===== config.mk =====
export PLATFORM = sky130hd
export DESIGN_NAME = ipc_prio_ctrl
export DESIGN_NICKNAME = d
export VERILOG_FILES = /design/src/ipc_prio_ctrl.v
export VERILOG_INCLUDE_DIRS = /design/src
export SDC_FILE = /design/constraint.sdc
export NUM_CORES = 1
export LEC_CHECK = 0
export ABC_AREA = 1
export BUFFER_PORTS_ARGS = -buffer_cell sky130_fd_sc_hd__buf_4
export CAP_MARGIN = 30
export CELL_PAD_IN_SITES_DETAIL_PLACEMENT = 1
export CELL_PAD_IN_SITES_GLOBAL_PLACEMENT = 1
export CORE_MARGIN = 3
export CORE_UTILIZATION = 30
export DETAILED_ROUTE_END_ITERATION = 6
export GPL_TIMING_DRIVEN = 0
export PLACE_DENSITY_LB_ADDON = 0.3
export SYNTH_ARGS = -nofsm -noshare
export SYNTH_HDL_FRONTEND = slang
export SYNTH_SLANG_ARGS = --single-unit

===== constraint.sdc =====
create_clock -name clk -period 4.31 [get_ports clk]
set_input_delay 0.431 -clock clk [delete_from_list [all_inputs] [get_ports clk]]
set_output_delay 0.431 -clock clk [all_outputs]
set_load 0.01 [all_outputs]

===== src/ipc_defines.vh =====
`ifndef IPC_DEFINES_VH
`define IPC_DEFINES_VH

// Register offsets (byte addresses, one aligned word each)
`define IPC_PRIO_CTRL_OFS   8'h00
`define IPC_FLAG_OFS        8'h04
`define IPC_ENABLE_OFS      8'h08
`define IPC_STATUS_OFS      8'h0C
`define IPC_CLEAR_OFS       8'h10
`define IPC_IRQ_EN_OFS      8'h14
`define IPC_SEL_OFS         8'h18

// Slot layout inside the priority control word
`define IPC_SLOT_STRIDE     8
`define IPC_SUB_LSB         0
`define IPC_PRIO_LSB        2
`define IPC_SLOT_MASK       32'h1F1F1F1F

// Reset values
`define IPC_PRIO_CTRL_RST   32'h00000000
`define IPC_FLAG_RST        4'h0
`define IPC_ENABLE_RST      4'h0

// Event bits of the status register
`define IPC_EV_SEL_CHANGE   0
`define IPC_EV_WR_UNMAPPED  1

`endif


===== src/ipc_prio_ctrl.v =====
// Operation
// - Priority code zero disables the source
// - Nonzero priority codes rank one through seven
// - Subpriority codes zero through three all valid
// - Slot zero fields at bits 4:2, 1:0
// - Slot one fields at bits 12:10, 9:8
// - Slot two fields at bits 20:18, 17:16
// - Slot three fields at bits 28:26, 25:24
// - Unused bits read zero, ignore writes
// - Request flag set when source requests
// - Flagged source forwarded only while enabled
`timescale 1ns/10ps
`include "ipc_defines.vh"

module ipc_prio_ctrl #(
	parameter NSLOT = 4
) (
	input  wire        clk,
	input  wire        nrst,
	input  wire [7:0]  addr,
	input  wire [31:0] wdata,
	input  wire        wr,
	input  wire        rd,
	output reg  [31:0] rdata,
	input  wire [3:0]  src_req,
	output reg         core_req,
	output reg  [1:0]  core_slot,
	output reg  [2:0]  core_priority,
	output reg  [1:0]  core_subpriority,
	output wire        irq
);

	reg  [31:0] prio_ctrl_q;
	reg  [3:0]  flag_q;
	reg  [3:0]  enable_q;
	reg  [1:0]  status_q;
	reg  [1:0]  irq_en_q;
	reg  [31:0] rdata_d;
	reg  [3:0]  flag_d;
	reg  [1:0]  status_d;
	reg         sel_req;
	reg  [1:0]  sel_slot;
	reg  [2:0]  sel_prio;
	reg  [1:0]  sel_sub;
	reg  [4:0]  best_key;
	reg  [4:0]  key;
	integer     i;

	function [2:0] slot_prio;
		input [31:0] word;
		input [1:0]  slot;
		begin
			slot_prio = word[{slot, 3'b000} + `IPC_PRIO_LSB +: 3];
		end
	endfunction

	function [1:0] slot_sub;
		input [31:0] word;
		input [1:0]  slot;
		begin
			slot_sub = word[{slot, 3'b000} + `IPC_SUB_LSB +: 2];
		end
	endfunction

	wire wr_prio  = wr && (addr == `IPC_PRIO_CTRL_OFS);
	wire wr_flag  = wr && (addr == `IPC_FLAG_OFS);
	wire wr_en    = wr && (addr == `IPC_ENABLE_OFS);
	wire wr_clr   = wr && (addr == `IPC_CLEAR_OFS);
	wire wr_irqen = wr && (addr == `IPC_IRQ_EN_OFS);
	wire wr_unmap = wr && !(wr_prio || wr_flag || wr_en || wr_clr || wr_irqen);

	// Arbitration: priority above subpriority, lower slot wins a full tie
	always @* begin
		sel_req  = 1'b0;
		sel_slot = 2'h0;
		sel_prio = 3'h0;
		sel_sub  = 2'h0;
		best_key = 5'h00;
		key      = 5'h00;
		for (i = 0; i < NSLOT; i = i + 1) begin
			key = {slot_prio(prio_ctrl_q, i[1:0]), slot_sub(prio_ctrl_q, i[1:0])};
			if (flag_q[i] && enable_q[i]
			    && (slot_prio(prio_ctrl_q, i[1:0]) != 3'h0)
			    && (!sel_req || key > best_key)) begin
				sel_req  = 1'b1;
				sel_slot = i[1:0];
				sel_prio = key[4:2];
				sel_sub  = key[1:0];
				best_key = key;
			end
		end
	end

	// Hardware set wins over a software clear in the same cycle
	always @* begin
		flag_d = flag_q;
		if (wr_flag) begin
			flag_d = wdata[3:0];
		end
		flag_d = flag_d | src_req;
	end

	always @* begin
		status_d = status_q;
		if (wr_clr) begin
			status_d = status_q & ~wdata[1:0];
		end
		if (sel_req != core_req || sel_slot != core_slot) begin
			status_d[`IPC_EV_SEL_CHANGE] = 1'b1;
		end
		if (wr_unmap) begin
			status_d[`IPC_EV_WR_UNMAPPED] = 1'b1;
		end
	end

	always @* begin
		rdata_d = 32'h00000000;
		if (rd) begin
			case (addr)
				`IPC_PRIO_CTRL_OFS: rdata_d = prio_ctrl_q;
				`IPC_FLAG_OFS:      rdata_d = {28'h0000000, flag_q};
				`IPC_ENABLE_OFS:    rdata_d = {28'h0000000, enable_q};
				`IPC_STATUS_OFS:    rdata_d = {30'h00000000, status_q};
				`IPC_IRQ_EN_OFS:    rdata_d = {30'h00000000, irq_en_q};
				`IPC_SEL_OFS:       rdata_d = {24'h000000, core_req, core_slot, core_priority, core_subpriority};
				default:            rdata_d = 32'h00000000;
			endcase
		end
	end

	always @(posedge clk or negedge nrst) begin
		if (!nrst) begin
			prio_ctrl_q      <= `IPC_PRIO_CTRL_RST;
			flag_q           <= `IPC_FLAG_RST;
			enable_q         <= `IPC_ENABLE_RST;
			status_q         <= 2'h0;
			irq_en_q         <= 2'h0;
			rdata            <= 32'h00000000;
			core_req         <= 1'b0;
			core_slot        <= 2'h0;
			core_priority    <= 3'h0;
			core_subpriority <= 2'h0;
		end else begin
			if (wr_prio) begin
				// Unused bits above each slot are masked away
				prio_ctrl_q <= wdata & `IPC_SLOT_MASK;
			end
			if (wr_en) begin
				enable_q <= wdata[3:0];
			end
			if (wr_irqen) begin
				irq_en_q <= wdata[1:0];
			end
			flag_q           <= flag_d;
			status_q         <= status_d;
			rdata            <= rdata_d;
			core_req         <= sel_req;
			core_slot        <= sel_slot;
			core_priority    <= sel_prio;
			core_subpriority <= sel_sub;
		end
	end

	assign irq = |(status_q & irq_en_q);

endmodule // ipc_prio_ctrl


==> summary.md <==
| Metric | Value |
|---|---|
| Status | `finished, final reports clean` |
| Post-synthesis sequential area ratio | `0.470` |
| Startpoint Class | `flip-flop` |
| Final setup fails | `0` |
| CP max stage delay | `410 ps` |
| Syn_area_per_cell | `7.92 µm²` |
| Combinational Power Share | `0.207` |
| Routing usage on met1 | `0.196` |
| Clock Pin Slew Worst Setup and Hold Paths | `70 ps` |
| Pwr Density | `310 nW/µm²` |
| Relative slew slack | `0.458` |
| CP endpoint | `core_priority[0]` |
| Post-Route Skew | `9.55 ps` |
| # Max-Cap Violations | `0` |
| Routed len/inst | `~16 µm` |
| Setup TNS | `0 ps` |
| Worst vdd ir | `0.171 mV` |
| Share of layout cells above drive strength 1 | `0.423` |
| Tightest Pin Transition | `812 ps` |
| Seq cells post-synth | `63` |
| Antenna cell count | `0` |
| Crit-path most repeated cell | `nand2_2` |
| Tot GR Track Use | `0.160` |
| Reg2Reg Setup Slack | `170 ps` |
| Die height | `112 µm` |
| Cell Area, Synth | `around 3400 µm²` |
| Critical Path Source | `flag_q[0]` |
| CP Class | `flip-flop to flip-flop` |
| Detailed Routing Iterations Pass 1 | `5` |
| WHS | `182 ps` |
| Overall Power | `between 0.0015 and 0.002 W` |
| Chip width | `112 µm` |
| Drt via density | `4.73` |
| Cell Int Power | `~0.0011 W` |
| Met2 Usage GRT | `0.281` |
| Worst EP required | `4520 ps` |
| Top post-synthesis cells by area | `dfrtp_1 (47%), nand2_1 (13%), inv_1 (5.9%), ha_1 (5.6%), nand3_1 (4.9%)` |
| Share of the synthesized area in the top cell type | `0.470` |
| Setup crit end kind | `flip-flop` |
| Crit path DAT | `4350 ps` |
| Cell taking the most area after synthesis | `dfrtp_1` |
| Commonest non-fill, non-tap cell in the layout | `buf_4` |
| Switching power | `0.000436 W` |
| Net Sw Frac | `0.289` |
| Leakage | `2.54 nW` |
| Worst R2R Path Depth | `36` |
| Fmax | `241 MHz` |
| Pin count of the biggest net entering global routing | `64` |
| Post-route minimum period | `4140 ps` |
| Starting Density | `0.316` |
| Most Crowded Layer GR | `met2` |
| Core footprint | `10,600 µm²` |
| M3 GR Usage | `0.0408` |
| R2r endpoint | `core_priority[0]` |
| Slowest cell on crit path | `dfrtp_1` |
| Clk buf depth | `2` |
| Wirelength, routed | `around 11,000 µm` |
| Clk pwr share | `0.361` |
| Detailed Place HPWL | `around 7400 µm` |
| Yosys warnings | `0` |
| Period Utilization, post-route | `0.961` |
| Clock Root Buffer | `clkbuf_8` |
| Yosys cell types | `30` |
| Io pins | `89` |
| Clk Latency, worst-skew pair | `between 300 and 400 ps` |
| CTS tree | `built` |
| Commonest non-fill, non-tap cells in the layout | `buf_4 (93), nand2_1 (83), dfrtp_1 (63)` |
| GR Overflow Total | `0` |
| Sequential share of power | `0.432` |
| Layout Utilization | `0.459` |
| Placed Instances | `634` |
| First-pass GRT wire length | `16,100 µm` |
| Vias in the first global route | `3,246` |
| Via Count | `3,151` |
| Layout Area Growth over Synthesis | `45.1%` |
| Final nets | `around 590` |
| DRC violations left | `0` |
| Htree depth | `3` |
| Final hold violation count | `0` |
| Initial antenna violation count | `0` |
| Initial DRC count | `80` |
| Die footprint | `12,500 µm²` |
| CTS sink cnt | `63` |
| Cells after synthesis | `423` |
| Post-route ant nets | `0` |
| Core Rows | `37` |
| Reg2reg start | `flag_q[0]` |
| GP Congestion | `0.800` |
| Cts hold-fix bufs | `0` |
| CP max FO | `7` |
| Hold WC Path Type | `input port to async pin` |
| Final slew viol count | `0` |
| PortBufs | `67` |
| Final std cells w/o fill | `666` |
| CTS buffer count | `9` |
critical path, delay by kind of cell, from the launching register on:
kind,cells,cell delay [ps]
fa+ha+maj,3,900
buf+inv,4,310
simple gates,29,2410
flops,1,410
metal layers:
metal / share of wire / routed length [µm]
met1: 0.41 / 4300
met2: 0.54 / 5650
met4: 0.020 / 212
met5: 0 / 0
met3: 0.037 / 387
cell usage after synthesis:
cell type / n
nor4_1: 1
nor2_1: 32
o21ai_1: 29
nand3_2: 2
conb_1: 1
o21a_1: 1
a41oi_1: 2
inv_1: 53
nor2_2: 5
a21oi_1: 10
nor3_2: 1
nor2_4: 2
dfrtp_1: 63
nand2_4: 1
o22ai_1: 2
buf_6: 3
nand3_1: 33
clkinv_2: 1
inv_2: 16
o21ai_0: 4
clkinv_1: 1
nand4_1: 4
buf_2: 1
buf_4: 11
nor3_1: 1
and2_1: 1
nand2_2: 7
nor3_4: 2
nand2_1: 118
ha_1: 15
flip-flops by register name, summed over array words and instances, names as in the netlist:
name              count
flag_q                4
core_subpriority      2
prio_ctrl_q          20
status_q              2
core_priority         3
irq_en_q              2
core_req              1
enable_q              4
core_slot             2
rdata                23
final cells by class:
type	count	area, µm²
Timing Repair Buffer	83	621
Multi-Input combinational cell	282	1890
Clock buffer	13	169
Tap cell	136	170
Inverter	71	275
Buffer	15	121
Clock inverter	3	40.0
Sequential cell	63	1580
Fill cell	1248	5740
how the worst min path moves through the flow:
stage                 from               end
3_5_place_dp   irq_en_q[0]       irq_en_q[0]
2_1_floorplan         nrst  core_priority[0]
3_3_place_gp   irq_en_q[0]       irq_en_q[0]
5_1_grt               nrst         flag_q[2]
4_1_cts               nrst         flag_q[3]
6_report              nrst         flag_q[3]
repair_timing:
| item | 4_1_cts | 5_1_grt |
|---|---|---|
| pin swaps | 4 | 34 |
| setup buffers | 4 | 11 |
| cloned | 0 | 1 |
| setup endpoints to repair | 7 | 8 |
| gates resized for setup | 14 | 95 |
cell families after synthesis:
kind of cell,after synthesis,share of synthesized area
fa+ha+maj,15,0.0560
compound gates,48,0.0754
simple gates,210,0.281
flops,63,0.470
other cells,1,0.00112
buf+inv,86,0.116
through the flow:
step | worst slack [ps] | cell area, µm²
3_5_place_dp | -110 | 4060
3_3_place_gp | -17.2 | 4060
6_report | 169 | 4860
2_1_floorplan | 588 | 3380
5_1_grt | -162 | 4860
4_1_cts | 23.6 | 4350
power by group through the flow:
stage | sequential, W | combinational (W) | clock (W)
5_1_grt | 0.000654 | 0.000348 | 0.000585
6_report | 0.000651 | 0.000311 | 0.000544
3_3_place_gp | 0.000656 | 0.000214 | 0
2_1_floorplan | 0.000653 | 0.000121 | 0
4_1_cts | 0.000645 | 0.000231 | 0.000560
3_5_place_dp | 0.000656 | 0.000222 | 0
(Power assumes the default switching activity.)
